==> src/prh_pkg.sv <==
// package with register map, field positions and reset values for prh
`default_nettype none
package prh_pkg;
  // register byte offsets on the axi4-lite bus
  localparam logic [7:0] PRH_OFF_ROUTE_HIGH = 8'h00;
  localparam logic [7:0] PRH_OFF_ROUTE_LOW  = 8'h04;
  localparam logic [7:0] PRH_OFF_H_DATA     = 8'h08;
  localparam logic [7:0] PRH_OFF_H_INPUT    = 8'h0C;
  localparam logic [7:0] PRH_OFF_H_DIR      = 8'h10;
  localparam int         PRH_ADDR_W         = 8;
  // reset values
  localparam logic [7:0] PRH_RST_ROUTE_HIGH = 8'h00;
  localparam logic [7:0] PRH_RST_ROUTE_LOW  = 8'h00;
  localparam logic [7:0] PRH_RST_H_DATA     = 8'h00;
  localparam logic [7:0] PRH_RST_H_DIR      = 8'h00;
  // routing field positions
  localparam int         PRH_CH7_LSB        = 0;  // high reg bits 1:0
  localparam int         PRH_CH6_LSB        = 6;  // low reg bits 7:6
  // two-bit routing field codes
  localparam logic [1:0] PRH_SEL_S          = 2'h1;
  localparam logic [1:0] PRH_SEL_V          = 2'h2;
  // axi response codes
  localparam logic [1:0] PRH_RESP_OKAY      = 2'h0;
  localparam logic [1:0] PRH_RESP_SLVERR    = 2'h2;
endpackage
`default_nettype wire

==> src/prh_top.sv <==
// pwm rerouting and port h pin logic with axi4-lite register access
//
// Added by the designer: the register addresses and register access over AXI4-Lite.
`default_nettype none
module prh_top
  import prh_pkg::*;
(
  // clock and reset
  input  wire logic                  aclk,
  input  wire logic                  aresetn,
  // axi4-lite write address
  input  wire logic [PRH_ADDR_W-1:0] s_axi_awaddr,
  input  wire logic                  s_axi_awvalid,
  output logic                       s_axi_awready,
  // axi4-lite write data
  input  wire logic [31:0]           s_axi_wdata,
  input  wire logic [3:0]            s_axi_wstrb,
  input  wire logic                  s_axi_wvalid,
  output logic                       s_axi_wready,
  // axi4-lite write response
  output logic [1:0]                 s_axi_bresp,
  output logic                       s_axi_bvalid,
  input  wire logic                  s_axi_bready,
  // axi4-lite read address
  input  wire logic [PRH_ADDR_W-1:0] s_axi_araddr,
  input  wire logic                  s_axi_arvalid,
  output logic                       s_axi_arready,
  // axi4-lite read data
  output logic [31:0]                s_axi_rdata,
  output logic [1:0]                 s_axi_rresp,
  output logic                       s_axi_rvalid,
  input  wire logic                  s_axi_rready,
  // pwm channel outputs and enables
  input  wire logic [7:0]            pwm_out,
  input  wire logic [7:0]            pwm_en,
  // rerouted pwm drive on ports p, s and v
  output logic      [7:0]            port_p_pwm_out,
  output logic      [7:0]            port_p_pwm_en,
  output logic      [7:0]            port_s_pwm_out,
  output logic      [7:0]            port_s_pwm_en,
  output logic      [3:0]            port_v_pwm_out,
  output logic      [3:0]            port_v_pwm_en,
  // port h pins
  input  wire logic [7:0]            port_h_pin_in,
  output logic      [7:0]            port_h_pin_out,
  output logic      [7:0]            port_h_pin_oe,
  output logic      [7:0]            port_h_sync_in,
  // lcd segment enables per port h pin
  input  wire logic [7:0]            lcd_seg_en,
  // iic function on port h
  input  wire logic                  iic_en,
  input  wire logic                  iic_sda_out,
  input  wire logic                  iic_sda_oe,
  input  wire logic                  iic_scl_out,
  input  wire logic                  iic_scl_oe,
  // spi function on port h
  input  wire logic                  spi_en,
  input  wire logic                  spi_ss_out,
  input  wire logic                  spi_ss_oe,
  input  wire logic                  spi_sck_out,
  input  wire logic                  spi_sck_oe,
  input  wire logic                  spi_mosi_out,
  input  wire logic                  spi_mosi_oe,
  input  wire logic                  spi_miso_out,
  input  wire logic                  spi_miso_oe,
  // bus clock output function
  input  wire logic                  bus_clock_output_en,
  input  wire logic                  bus_clock_output
);
  // software registers
  logic [7:0]            pwm_route_high_reg;
  logic [7:0]            pwm_route_low_reg;
  logic [7:0]            port_h_data_reg;
  logic [7:0]            port_h_direction_reg;
  // pin synchroniser stages
  logic [7:0]            sync1_reg;
  logic [7:0]            sync2_reg;
  logic [7:0]            sync3_reg;
  logic [7:0]            pin_state_reg;
  // write channel state
  logic                  aw_held_reg;
  logic                  w_held_reg;
  logic [PRH_ADDR_W-1:0] aw_addr_reg;
  logic [31:0]           w_data_reg;
  logic [3:0]            w_strb_reg;
  logic                  do_write;
  logic                  wr_hit;
  // pin mux results
  logic [7:0]            mux_out;
  logic [7:0]            mux_oe;
  // pwm routing results
  logic [7:0]            p_out_next;
  logic [7:0]            p_en_next;
  logic [7:0]            s_out_next;
  logic [7:0]            s_en_next;
  logic [3:0]            v_out_next;
  logic [3:0]            v_en_next;
  logic [1:0]            ch7_sel;
  logic [1:0]            ch6_sel;
  // read decode
  logic [7:0]            rd_byte;
  logic                  rd_hit;

  // write address channel: hold one address until the response is taken
  always_ff @(posedge aclk) begin
    if (!aresetn) begin
      aw_held_reg   <= 1'b0;
      s_axi_awready <= 1'b1;
      aw_addr_reg   <= '0;
    end else if (s_axi_awvalid && s_axi_awready) begin
      aw_held_reg   <= 1'b1;
      s_axi_awready <= 1'b0;
      aw_addr_reg   <= s_axi_awaddr;
    end else if (do_write) begin
      aw_held_reg   <= 1'b0;
    end else if (!aw_held_reg && !s_axi_bvalid) begin
      s_axi_awready <= 1'b1;
    end
  end

  // write data channel, taken independently of the address
  always_ff @(posedge aclk) begin
    if (!aresetn) begin
      w_held_reg   <= 1'b0;
      s_axi_wready <= 1'b1;
      w_data_reg   <= '0;
      w_strb_reg   <= '0;
    end else if (s_axi_wvalid && s_axi_wready) begin
      w_held_reg   <= 1'b1;
      s_axi_wready <= 1'b0;
      w_data_reg   <= s_axi_wdata;
      w_strb_reg   <= s_axi_wstrb;
    end else if (do_write) begin
      w_held_reg   <= 1'b0;
    end else if (!w_held_reg && !s_axi_bvalid) begin
      s_axi_wready <= 1'b1;
    end
  end

  // commit once both halves are held and no response is pending
  assign do_write = aw_held_reg && w_held_reg && !s_axi_bvalid;
  assign wr_hit   = (aw_addr_reg == PRH_OFF_ROUTE_HIGH) ||
                    (aw_addr_reg == PRH_OFF_ROUTE_LOW)  ||
                    (aw_addr_reg == PRH_OFF_H_DATA)     ||
                    (aw_addr_reg == PRH_OFF_H_INPUT)    ||
                    (aw_addr_reg == PRH_OFF_H_DIR);

  // write response: slverr on unmapped address
  always_ff @(posedge aclk) begin
    if (!aresetn) begin
      s_axi_bvalid <= 1'b0;
      s_axi_bresp  <= PRH_RESP_OKAY;
    end else if (do_write) begin
      s_axi_bvalid <= 1'b1;
      s_axi_bresp  <= wr_hit ? PRH_RESP_OKAY : PRH_RESP_SLVERR;
    end else if (s_axi_bvalid && s_axi_bready) begin
      s_axi_bvalid <= 1'b0;
    end
  end

  // register writes through byte lane 0; no mode restrictions apply
  always_ff @(posedge aclk) begin
    if (!aresetn) begin
      pwm_route_high_reg   <= PRH_RST_ROUTE_HIGH;
      pwm_route_low_reg    <= PRH_RST_ROUTE_LOW;
      port_h_data_reg      <= PRH_RST_H_DATA;
      port_h_direction_reg <= PRH_RST_H_DIR;
    end else if (do_write && w_strb_reg[0]) begin
      case (aw_addr_reg)
        PRH_OFF_ROUTE_HIGH: begin
          pwm_route_high_reg <= {6'h00, w_data_reg[1:0]};
        end
        PRH_OFF_ROUTE_LOW: begin
          pwm_route_low_reg <= w_data_reg[7:0];
        end
        PRH_OFF_H_DATA: begin
          port_h_data_reg <= w_data_reg[7:0];
        end
        PRH_OFF_H_DIR: begin
          port_h_direction_reg <= w_data_reg[7:0];
        end
        default: begin
          // input register and unmapped: no state changes
        end
      endcase
    end
  end

  // pin synchroniser: three stages, accept when stages two and three agree
  always_ff @(posedge aclk) begin
    if (!aresetn) begin
      sync1_reg     <= '0;
      sync2_reg     <= '0;
      sync3_reg     <= '0;
      pin_state_reg <= '0;
    end else begin
      sync1_reg <= port_h_pin_in;
      sync2_reg <= sync1_reg;
      sync3_reg <= sync2_reg;
      for (int b = 0; b < 8; b++) begin
        if (sync2_reg[b] == sync3_reg[b]) begin
          pin_state_reg[b] <= sync3_reg[b];
        end
      end
    end
  end

  // read byte selection
  always_comb begin
    rd_byte = 8'h00;
    rd_hit  = 1'b1;
    case (s_axi_araddr)
      PRH_OFF_ROUTE_HIGH: rd_byte = pwm_route_high_reg;
      PRH_OFF_ROUTE_LOW:  rd_byte = pwm_route_low_reg;
      PRH_OFF_H_DATA: begin
        rd_byte = (port_h_direction_reg & port_h_data_reg) |
                  (~port_h_direction_reg & pin_state_reg);
      end
      PRH_OFF_H_INPUT:    rd_byte = pin_state_reg;
      PRH_OFF_H_DIR:      rd_byte = port_h_direction_reg;
      default:            rd_hit  = 1'b0;
    endcase
  end

  // read channel: answer one cycle after the address is taken
  always_ff @(posedge aclk) begin
    if (!aresetn) begin
      s_axi_arready <= 1'b1;
      s_axi_rvalid  <= 1'b0;
      s_axi_rdata   <= '0;
      s_axi_rresp   <= PRH_RESP_OKAY;
    end else if (s_axi_arvalid && s_axi_arready) begin
      s_axi_arready <= 1'b0;
      s_axi_rvalid  <= 1'b1;
      s_axi_rdata   <= {24'h000000, rd_byte};
      s_axi_rresp   <= rd_hit ? PRH_RESP_OKAY : PRH_RESP_SLVERR;
    end else if (s_axi_rvalid && s_axi_rready) begin
      s_axi_rvalid  <= 1'b0;
      s_axi_arready <= 1'b1;
    end
  end

  // pwm rerouting decode
  assign ch7_sel = pwm_route_high_reg[PRH_CH7_LSB +: 2];
  assign ch6_sel = pwm_route_low_reg[PRH_CH6_LSB +: 2];

  always_comb begin
    p_out_next = pwm_out;
    p_en_next  = pwm_en;
    s_out_next = 8'h00;
    s_en_next  = 8'h00;
    v_out_next = 4'h0;
    v_en_next  = 4'h0;
    // channel 7: 01 port s bit1, 10 port v bit3, else port p
    if (ch7_sel == PRH_SEL_S) begin
      s_out_next[1] = pwm_out[7];
      s_en_next[1]  = pwm_en[7];
    end else if (ch7_sel == PRH_SEL_V) begin
      v_out_next[3] = pwm_out[7];
      v_en_next[3]  = pwm_en[7];
    end
    if (ch7_sel == PRH_SEL_S || ch7_sel == PRH_SEL_V) begin
      p_out_next[7] = 1'b0;
      p_en_next[7]  = 1'b0;
    end
    // channel 6: 01 port s bit0, 10 port v bit2, else port p
    if (ch6_sel == PRH_SEL_S) begin
      s_out_next[0] = pwm_out[6];
      s_en_next[0]  = pwm_en[6];
    end else if (ch6_sel == PRH_SEL_V) begin
      v_out_next[2] = pwm_out[6];
      v_en_next[2]  = pwm_en[6];
    end
    if (ch6_sel == PRH_SEL_S || ch6_sel == PRH_SEL_V) begin
      p_out_next[6] = 1'b0;
      p_en_next[6]  = 1'b0;
    end
    // channels 5 and 4 to port v bits 1 and 0
    for (int c = 4; c < 6; c++) begin
      if (pwm_route_low_reg[c]) begin
        v_out_next[c-4] = pwm_out[c];
        v_en_next[c-4]  = pwm_en[c];
        p_out_next[c]   = 1'b0;
        p_en_next[c]    = 1'b0;
      end
    end
    // channels 3 to 0 to port s bits 7 to 4
    for (int c = 0; c < 4; c++) begin
      if (pwm_route_low_reg[c]) begin
        s_out_next[c+4] = pwm_out[c];
        s_en_next[c+4]  = pwm_en[c];
        p_out_next[c]   = 1'b0;
        p_en_next[c]    = 1'b0;
      end
    end
  end

  // port h function priority
  prh_pin_mux prh_pin_mux_inst (
    .gpio_out (port_h_data_reg),
    .gpio_dir (port_h_direction_reg),
    .lcd_en   (lcd_seg_en),
    .iic_en   (iic_en),
    .sda_out  (iic_sda_out),
    .sda_oe   (iic_sda_oe),
    .scl_out  (iic_scl_out),
    .scl_oe   (iic_scl_oe),
    .spi_en   (spi_en),
    .ss_out   (spi_ss_out),
    .ss_oe    (spi_ss_oe),
    .sck_out  (spi_sck_out),
    .sck_oe   (spi_sck_oe),
    .mosi_out (spi_mosi_out),
    .mosi_oe  (spi_mosi_oe),
    .miso_out (spi_miso_out),
    .miso_oe  (spi_miso_oe),
    .bco_en   (bus_clock_output_en),
    .bco_out  (bus_clock_output),
    .pin_out  (mux_out),
    .pin_oe   (mux_oe)
  );

  // registered pin-side outputs
  always_ff @(posedge aclk) begin
    if (!aresetn) begin
      port_p_pwm_out <= '0;
      port_p_pwm_en  <= '0;
      port_s_pwm_out <= '0;
      port_s_pwm_en  <= '0;
      port_v_pwm_out <= '0;
      port_v_pwm_en  <= '0;
      port_h_pin_out <= '0;
      port_h_pin_oe  <= '0;
      port_h_sync_in <= '0;
    end else begin
      port_p_pwm_out <= p_out_next;
      port_p_pwm_en  <= p_en_next;
      port_s_pwm_out <= s_out_next;
      port_s_pwm_en  <= s_en_next;
      port_v_pwm_out <= v_out_next;
      port_v_pwm_en  <= v_en_next;
      port_h_pin_out <= mux_out;
      port_h_pin_oe  <= mux_oe;
      port_h_sync_in <= pin_state_reg;
    end
  end
endmodule
`default_nettype wire

==> src/prh_pin_mux.sv <==
// port h per-pin function priority selector, purely combinational
`default_nettype none
module prh_pin_mux (
  // general purpose data and direction
  input  wire logic [7:0] gpio_out,
  input  wire logic [7:0] gpio_dir,
  // lcd segment function
  input  wire logic [7:0] lcd_en,
  // iic function
  input  wire logic       iic_en,
  input  wire logic       sda_out,
  input  wire logic       sda_oe,
  input  wire logic       scl_out,
  input  wire logic       scl_oe,
  // spi function
  input  wire logic       spi_en,
  input  wire logic       ss_out,
  input  wire logic       ss_oe,
  input  wire logic       sck_out,
  input  wire logic       sck_oe,
  input  wire logic       mosi_out,
  input  wire logic       mosi_oe,
  input  wire logic       miso_out,
  input  wire logic       miso_oe,
  // bus clock output function
  input  wire logic       bco_en,
  input  wire logic       bco_out,
  // resolved pin drive
  output logic      [7:0] pin_out,
  output logic      [7:0] pin_oe
);
  // pins 7..4: lcd over gpio; lcd disables the digital buffer
  genvar i;
  generate
    for (i = 4; i < 8; i++) begin : g_hi
      assign pin_out[i] = lcd_en[i] ? 1'b0 : gpio_out[i];
      assign pin_oe[i]  = lcd_en[i] ? 1'b0 : gpio_dir[i];
    end
  endgenerate

  // pins 3..0: fixed priority chains
  always_comb begin
    pin_out[3:0] = gpio_out[3:0];
    pin_oe[3:0]  = gpio_dir[3:0];
    // pin 3: lcd, iic sda, spi ss, gpio
    if (lcd_en[3]) begin
      pin_out[3] = 1'b0;
      pin_oe[3]  = 1'b0;
    end else if (iic_en) begin
      pin_out[3] = sda_out;
      pin_oe[3]  = sda_oe;
    end else if (spi_en) begin
      pin_out[3] = ss_out;
      pin_oe[3]  = ss_oe;
    end
    // pin 2: lcd, spi sck, bus clock output, gpio
    if (lcd_en[2]) begin
      pin_out[2] = 1'b0;
      pin_oe[2]  = 1'b0;
    end else if (spi_en) begin
      pin_out[2] = sck_out;
      pin_oe[2]  = sck_oe;
    end else if (bco_en) begin
      pin_out[2] = bco_out;
      pin_oe[2]  = 1'b1;
    end
    // pin 1: lcd, spi mosi, gpio
    if (lcd_en[1]) begin
      pin_out[1] = 1'b0;
      pin_oe[1]  = 1'b0;
    end else if (spi_en) begin
      pin_out[1] = mosi_out;
      pin_oe[1]  = mosi_oe;
    end
    // pin 0: lcd, iic scl, spi miso, gpio
    if (lcd_en[0]) begin
      pin_out[0] = 1'b0;
      pin_oe[0]  = 1'b0;
    end else if (iic_en) begin
      pin_out[0] = scl_out;
      pin_oe[0]  = scl_oe;
    end else if (spi_en) begin
      pin_out[0] = miso_out;
      pin_oe[0]  = miso_oe;
    end
  end
endmodule
`default_nettype wire

==> config.mk <==
export PLATFORM = sky130hd
export DESIGN_NAME = prh_top
export DESIGN_NICKNAME = d
export VERILOG_FILES = /design/src/prh_pkg.sv /design/src/prh_top.sv /design/src/prh_pin_mux.sv
export SDC_FILE = /design/constraint.sdc
export NUM_CORES = 1
export LEC_CHECK = 0
export BUFFER_PORTS_ARGS = -buffer_cell sky130_fd_sc_hd__buf_4
export CAP_MARGIN = 40
export CORE_MARGIN = 2
export CORE_UTILIZATION = 44
export CTS_CLUSTER_SIZE = 30
export DETAILED_ROUTE_END_ITERATION = 8
export PLACE_DENSITY = 0.73
export SKIP_CTS_REPAIR_TIMING = 1
export SLEW_MARGIN = 20
export SYNTH_ARGS = -nofsm -noshare
export SYNTH_HDL_FRONTEND = slang
export SYNTH_SLANG_ARGS = --single-unit
==> constraint.sdc <==
create_clock -name aclk -period 1.8 [get_ports aclk]
set_clock_uncertainty 0.1 [all_clocks]
set_input_delay 0.36 -clock aclk [delete_from_list [all_inputs] [get_ports aclk]]
set_output_delay 0.36 -clock aclk [all_outputs]
set_load 0.005 [all_outputs]
After elaboration in Yosys (flattened, before gate mapping)
Index checks and enable logic that the tools add are counted.
{ "totals": {"reg_bits": 158, "input_bits": 107, "out_inout_bits": 105} }
{ "classes": {"n_eq_ne": 22, "muxes": 33, "n_bitwise": 7, "n_reduce_logical": 60} }
{ "ops": {"columns": ["op", "count"], "rows": [
  ["one-hot mux 8 bit (5 select lines)", 1],
  ["== test 8 x 4 -> 1 bit, second input constant", 4],
  ["OR reduction 2 bit", 16],
  ["two-way mux 1 bit", 30],
  ["AND reduction 2 bit", 14],
  ["AND 8 bit", 2],
  ["== test 8 x 3 -> 1 bit, second input constant", 2],
  ["== test 8 x 5 -> 1 bit, second input constant", 2],
  ["zero test 8 bit", 2],
  ["nonzero test 2 bit", 6],
  ["logical AND 1 bit", 10],
  ["== test 1 bit", 8],
  ["NOT 8 bit", 1],
  ["bitwise OR 8 bit", 1],
  ["logical OR 1 bit", 6],
  ["OR reduction 3 bit", 2],
  ["OR reduction 5 bit", 1],
  ["== test 2 x 1 -> 1 bit, second input constant", 2],
  ["== test 2 bit, second input constant", 2],
  ["two-way mux 2 bit", 2],
  ["!= test 2 x 1 -> 1 bit, second input constant", 2],
  ["zero test 1 bit", 3],
  ["NOT 1 bit", 3]
]} }

Logic depth before layout (Yosys ltp)
Gate-level depths: netlist of the first run.
{ "logic_depth": {"word_depth": 6, "depth_mapped": 5} }

By module
From an unflattened synthesis of the first run, not the netlist that was laid out.
{ "hier_totals": {"hier_cells": 574, "hier_area_um2": 5696.7} }
{ "modules_own_cells": {"columns": ["module", "instances", "cells_per_inst", "area_per_inst_um2"], "rows": [
  ["prh_top", 1, 541, 5465.2],
  ["prh_pin_mux", 1, 33, 231.5]
]} }

Worst setup path before layout of the first run
No wires, ideal clock.
{ "synth_timing": {"path_kind": "register -> register", "startpoint": "register aw_addr_reg[5]", "endpoint": "register port_h_data_reg[0]", "arrival_ns": 1.751, "t_required_ns": 1.584, "path_slack_ns": -0.167, "path_stages_with_launch": 6, "path_cell_list": "dfxtp_1 or4_4 buf_6 nor4_4 mux2i_1 nor2b_1"} }
{ "synth_via": {"elab_chain_cells": 2} }
{ "synth_rtl": {"columns": ["element", "line", "text"], "rows": [
  ["start: declaration", "prh_top.sv:83", "logic [PRH_ADDR_W-1:0] aw_addr_reg;"],
  ["start signal: assignment", "prh_top.sv:113", "aw_addr_reg <= s_axi_awaddr;"],
  ["== test 8 x 4 -> 1 bit", "prh_top.sv:169", "case (aw_addr_reg)"],
  ["AND reduction 2 bit (no line)", null, null],
  ["end signal: assignment", "prh_top.sv:177", "port_h_data_reg <= w_data_reg[7:0];"],
  ["end: declaration", "prh_top.sv:73", "logic [7:0] port_h_data_reg;"]
]} }
Every way passes these cells.
A chain may end at the register's enable or synchronous reset.

Worst setup path in the final report of the first run
{ "layout_timing": {"startpoint": "register aw_addr_reg[1]", "endpoint": "register pwm_route_low_reg[0]"} }
{ "layout_via": {"elab_chain_cells": 2} }
{ "layout_rtl": {"columns": ["element", "line", "text"], "rows": [
  ["== test 8 x 3 -> 1 bit", "prh_top.sv:169", null],
  ["AND reduction 2 bit (no line)", null, null],
  ["end signal: assignment", "prh_top.sv:174", "pwm_route_low_reg <= w_data_reg[7:0];"],
  ["end: declaration", "prh_top.sv:72", "logic [7:0] pwm_route_low_reg;"]
]} }
Every way passes these cells.

==> metrics.yaml, run 1 <==
dpl_worst_slack_ns: -0.0948
reg2reg_from: "aw_addr_reg[1]$_SDFFE_PN0P_"
dieArea_mm2: 0.0138
drtPass1Iterations: 4
antenna_cells: 0
worstSetupStartpointType: "flip-flop"
tightest_slew_ns: 0.592
antenna_found_initial: 0
synth_area_leaders: "dfxtp_1 54%, mux2i_1 5.8%, buf_4 4.0%"
crit_family: "simple AND/OR/NAND/NOR gates"
criticalPathCategory: "flip-flop to flip-flop"
met3_usage: 0.0613
netlist_area_mm2: 0.00565
r2r.worst_path.cells: 5
synthCells: 560
use_met1: 0.214
clk_pin_slew_worst_paths_ns: 0.06
port_buffers: 154
cap_violations: 0
postSynthAreaPerCell_um2: 10.1
use_met2: 0.329
globalplace.congestion: 0.811
drc: 0
fin_util: 0.607
wire_per_inst_um: 14.2
slew_viol_final: 0
ios: 212
drtAntennaViolNets: 0
postPlaceCellArea_mm2: 0.00694
die_w_um: 117
cp.required_ns: 2.00
synth_edf_count: 0
cts_inserted_buffers: 17
setup_viol: 26
grt_overflow: 0
grt_pass1_vias: 4127
cts_max_level: 4
grt_max_degree: 67
clockBufferDepth: 2
r2r_end: "pwm_route_low_reg[0]$_SDFFE_PN0P_"
ys.flop_type: "dfxtp_1"
cpPeakStageDelay_ns: 0.61
slowest_stage: "or4_4"
synth-seq-area-share: 0.538
critPathCaptureType: "flip-flop"
fp-row-count: 41
layout-drive-gt1-share: 0.287
clock_sinks: 152
setup_ws_ns: -0.0890
fin_nets: 830
yosys.area.top_type_share: 0.538
initial_core_util: 0.450
ir_drop_mv: 0.594
ff2ff_setup_slack_ns: -0.09
hp-class: "primary input to flip-flop"
powerDensity_mw_per_mm2: 1030
ys_async_sr_fraction: 0
min_path_cells: 2
grtUsageTotal: 0.186
min_from: "port_h_pin_in[2]"
clk_latency_ns: 0.41
hold_end: "sync1_reg[2]$_SDFF_PN0_"
max_clock_freq_ghz: 0.529
core_mm2: 0.0126
fin_crit_sh: 1.05
final_cell_area_mm2: 0.00763
cp_max_fo: 8
status: "finished, violations left"
failed_checks: "setup timing"
vias: 4323
synth.distinct_cells: 41
finalHoldViolations: 0
cts_root_buf: "clkbuf_16"
path_cells: "or4_4, nor4_4, buf_12, mux2i_1, nor2b_1"
vias_per_cell: 4.78
dpl.hpwl_um: 9440
rsz0062_at_grt: "yes"
synth_top_cell_by_area: "dfxtp_1"
top_usage_layer: "met2"
drt-initial-drc-count: 234
slew_headroom: 0.604
grt_pass1_wl_um: 20400
wl_um: 12800
ys_seq_elements: 152
post-synth-top-count-cell: "dfxtp_1"
crit_arrival_ns: 2.09
cp_num_buf_inv: 1
min_period_ns: 1.89
fp.dieH_um: 117
p_leak_nw: 3.30
setup_tns_ns: -1.31
syn_to_final_growth_pct: 35.0
netlist_top_cells_count: "152 x dfxtp_1, 59 x nand2_1, 35 x and2_1"
ys_warn_count: 0
cts_tree: "yes"
where the power goes:
part	leakage [nW]	internal [mW]	switching (mW)
logic	1.76	0.258	0.221
clock network	0.301	2.51	1.37
registers	1.24	3.45	0.0529
total	3.30	6.22	1.65
per-layer routing:
metal / part of all wire / vias to the layer above
li1: - / 2163
met4: 0.011 / 0
met2: 0.51 / 133
met5: 0 / -
met3: 0.054 / 14
met1: 0.43 / 2013
kinds of logic (layout without fill, tap and decap cells):
group / count (synthesis) / in the layout / share of synthesized area
simple gates: 224 / 224 / 0.231
flops: 152 / 152 / 0.538
compound gates: 83 / 83 / 0.0996
buf+inv: 63 / 206 / 0.0631
mux: 33 / 33 / 0.0584
fa+ha+maj: 4 / 4 / 0.00885
other cells: 1 / 30 / 0.000663
cells in the final DEF (no fill, tap or decap), types with 10 or more instances in the layout:
master       n
nor2b_1     34
clkbuf_16   17
o21ai_0     17
buf_4      164
and3_1      21
dfxtp_1    150
nand2b_1    10
mux2i_1     32
a21oi_1     13
conb_1      30
nor2_1      30
nand2_1     59
a21boi_0    28
and3b_1     10
and2_1      35
worst max-delay path by stage:
stage	slack (ns)	cells past startpoint	end	start
2_1_floorplan	-0.09	5	port_h_data_reg[0]$_SDFFE_PN0P_	aw_addr_reg[5]$_SDFFE_PN0P_
3_3_place_gp	-0.05	5	pwm_route_high_reg[1]$_SDFFE_PN0P_	aw_addr_reg[2]$_SDFFE_PN0P_
3_5_place_dp	-0.09	5	pwm_route_high_reg[1]$_SDFFE_PN0P_	aw_addr_reg[2]$_SDFFE_PN0P_
4_1_cts	-0.11	5	pwm_route_high_reg[1]$_SDFFE_PN0P_	aw_addr_reg[2]$_SDFFE_PN0P_
5_1_grt	-0.17	5	pwm_route_low_reg[2]$_SDFFE_PN0P_	aw_addr_reg[1]$_SDFFE_PN0P_
6_report	-0.09	5	pwm_route_low_reg[0]$_SDFFE_PN0P_	aw_addr_reg[1]$_SDFFE_PN0P_
final cells by class:
class | instances | area [um^2]
multi-input cells | 374 | 2390
fillers | 1073 | 4930
clock buffers | 18 | 439
repair buffers | 168 | 1300
clock inverters | 14 | 221
well taps | 172 | 215
flip-flops and latches | 152 | 3050
inverters | 6 | 22.5
metrics by stage:
stage	std cells	total power [mW]	hold WS, ns
2_1_floorplan	589	3.85	0.312
3_3_place_gp	871	4.03	0.314
3_5_place_dp	871	4.05	0.325
4_1_cts	903	7.94	-0.00880
5_1_grt	904	8.14	0.0417
6_report	904	7.86	0.0475
Note: power is estimated with default switching activity, not from simulation.
==> run 2, diff against run 1 <==
Settings changed: BUFFER_PORTS_ARGS -buffer_cell sky130_fd_sc_hd__buf_4 to unset, CORE_UTILIZATION 44 to 55, DONT_BUFFER_PORTS set to 1, PLACE_DENSITY 0.73 to 0.7.
==> metrics.yaml, run 2 (synthesis results as in run 1) <==
slew_viol_final: 0  # unchanged
wl_um: 13600  # +6.2%
tightest_slew_ns: 0.585  # -0.00736 ns
failed_checks: "setup timing"
cpPeakStageDelay_ns: 0.58  # -0.03 ns
seqPwrFrac: 0.472  # +0.026
grt_pass1_wl_um: 18100  # -12%
final_common_cell: "dfxtp_1"
status: "finished, violations left"
criticalPathCategory: "flip-flop to flip-flop"
setup_viol: 24  # -7.7%
r2r_end: "pwm_route_low_reg[7]$_SDFFE_PN0P_"
hold_end: "s_axi_rdata[0]$_SDFFE_PN0P_"
initial_core_util: 0.558  # +0.108
mostFrequentLayoutCells: "149 x dfxtp_1, 103 x dlygate4sd3_1, 59 x nand2_1"
drtAntennaViolNets: 0  # unchanged
clockBufferDepth: 2  # unchanged
antenna_cells: 0  # unchanged
clk_pin_slew_worst_paths_ns: 0.06  # about the same
ios: 212  # unchanged
cts_max_level: 4  # unchanged
fp.dieH_um: 105  # -10%
drt-initial-drc-count: 277  # +18%
cts_tree: "yes"
ff2ff_setup_slack_ns: -0.12  # -0.03 ns
p_switching_mw: 1.69  # +2.6%
fin_crit_sh: 1.07  # +0.0166
p_comb_frac: 0.061  # about the same
critPathCaptureType: "flip-flop"
post-place-cells: 676  # -22%
grt_pass1_vias: 3627  # -12%
grt_max_degree: 144  # +110%
slowest_stage: "or4_4"
cap_violations: 0  # unchanged
syn_to_final_growth_pct: 31.1
ir_drop_mv: 0.603  # +1.5%
multi_input_area_mm2: 0.00241  # +0.79%
dpl_worst_slack_ns: -0.115  # -0.0207 ns
antenna_found_initial: 0  # unchanged
r2r.worst_path.cells: 6  # +1
wire_per_inst_um: 16.7  # +18%
p_leak_nw: 2.96  # -10%
fin_cells: 814  # -10%
crit_family: "simple AND/OR/NAND/NOR gates"
rsz0062_at_grt: "yes"
worstSetupStartpointType: "flip-flop"
setup_tns_ns: -1.53  # -0.228 ns
core_mm2: 0.0101  # -19%
crit_arrival_ns: 2.23  # +0.14 ns
clk_latency_ns: 0.52  # +0.11 ns
swShare: 0.227  # +0.0175
globalplace.congestion: 0.794  # -2.2%
clock_sinks: 152  # unchanged
grtUsageTotal: 0.209  # +0.0225
vias: 4269  # -1.2%
cp.required_ns: 2.11  # +0.11 ns
vias_per_cell: 5.24  # +9.7%
hp-class: "primary input to flip-flop"
cts_inserted_buffers: 17  # unchanged
min_path_cells: 2  # unchanged
design_power_total_mw: 7.45  # -5.3%
finalHoldViolations: 0  # unchanged
layout-drive-gt1-share: 0.0841  # -0.203
fillCellCount: 682  # -36%
min_period_ns: 1.92  # +0.0299 ns
dpl.hpwl_um: 8140  # -14%
slew_headroom: 0.609  # +0.00492
regArea_mm2: 0.00305  # +0.12%
p_int_mw: 5.76  # -7.4%
p_clk_frac: 0.466  # -0.027
port_buffers: 0  # -100%
reg2reg_from: "aw_addr_reg[1]$_SDFFE_PN0P_"
min_from: "s_axi_araddr[4]"
cp_num_buf_inv: 2  # +1
cp_max_fo: 8  # unchanged
die_w_um: 105  # -10%
powerDensity_mw_per_mm2: 1000  # -2.5%
drtPass1Iterations: 4  # unchanged
max_clock_freq_ghz: 0.521  # -1.6%
grt_overflow: 0  # unchanged
setup_ws_ns: -0.119  # -0.0299 ns
fp-row-count: 37  # -9.8%
path_cells: "or4_4, buf_4, nor4_4, buf_12, mux2i_1, nor2b_1"
cts_root_buf: "clkbuf_8"
dieArea_mm2: 0.0111  # -19%
drc: 0  # unchanged
fin_nets: 776  # -6.5%
run 2: cell types whose count changed in the layout (fill, tap and decap cells not counted), sizes merged:
cell	before	now
buf	167	11
bufinv	5	2
clkinv	1	6
clkinvlp	6	1
dlygate4sd3	1	103
inv	8	11
run 2: worst max-delay path by stage:
stage / startpoint / end / slack [ns] / cells past startpoint
finish: aw_addr_reg[1]$_SDFFE_PN0P_ / pwm_route_low_reg[7]$_SDFFE_PN0P_ / -0.12 / 6
global route: aw_addr_reg[1]$_SDFFE_PN0P_ / port_h_data_reg[7]$_SDFFE_PN0P_ / -0.20 / 5
CTS: aw_addr_reg[2]$_SDFFE_PN0P_ / pwm_route_high_reg[0]$_SDFFE_PN0P_ / -0.12 / 5
detailed placement: aw_addr_reg[2]$_SDFFE_PN0P_ / pwm_route_high_reg[0]$_SDFFE_PN0P_ / -0.12 / 5
global placement: aw_addr_reg[2]$_SDFFE_PN0P_ / pwm_route_high_reg[0]$_SDFFE_PN0P_ / -0.06 / 5
floorplan: aw_addr_reg[5]$_SDFFE_PN0P_ / port_h_data_reg[0]$_SDFFE_PN0P_ / -0.09 / 5
run 2: layer usage:
metal / vias to the layer above / wire [um] / track usage
met5: - / 0 / 0
met4: 0 / 349 / 0.0990
met3: 24 / 771 / 0.0742
met2: 150 / 7300 / 0.369
met1: 2044 / 5210 / 0.220
li1: 2051 / - / -
run 2: worst register-to-register path, delay by kind of cell, from the launching register on:
family,cells,cell delay (ns)
buffers and inverters,2,0.35
DFF,1,0.32
and+or+nand+nor,3,0.82
muxes,1,0.22
run 2: metrics by stage:
step                instance area [um^2]   util  hold WS (ns)
floorplan                           5760      -         0.312
global placement                    5700  0.562         0.314
detailed placement                  5700  0.562         0.318
CTS                                 6290  0.620        -0.204
global route                        7410  0.731        0.0134
finish                              7410  0.731        0.0254
run 2: cell type report:
| cell class | instances | share of cell area |
|---|---|---|
| Clock buffer | 18 | 0.0577 |
| Sequential cell | 152 | 0.411 |
| Inverter | 6 | 0.00304 |
| Multi-Input combinational cell | 374 | 0.325 |
| Tap cell | 136 | 0.0229 |
| Timing Repair Buffer | 114 | 0.158 |
| Clock inverter | 14 | 0.0219 |
run 2: power groups by stage:
stage	Sequential, mW	Clock [mW]	Combinational, mW
floorplan	3.57	0	0.280
global placement	3.58	0	0.208
detailed placement	3.59	0	0.215
CTS	3.51	3.53	0.216
global route	3.52	3.70	0.500
finish	3.52	3.47	0.457
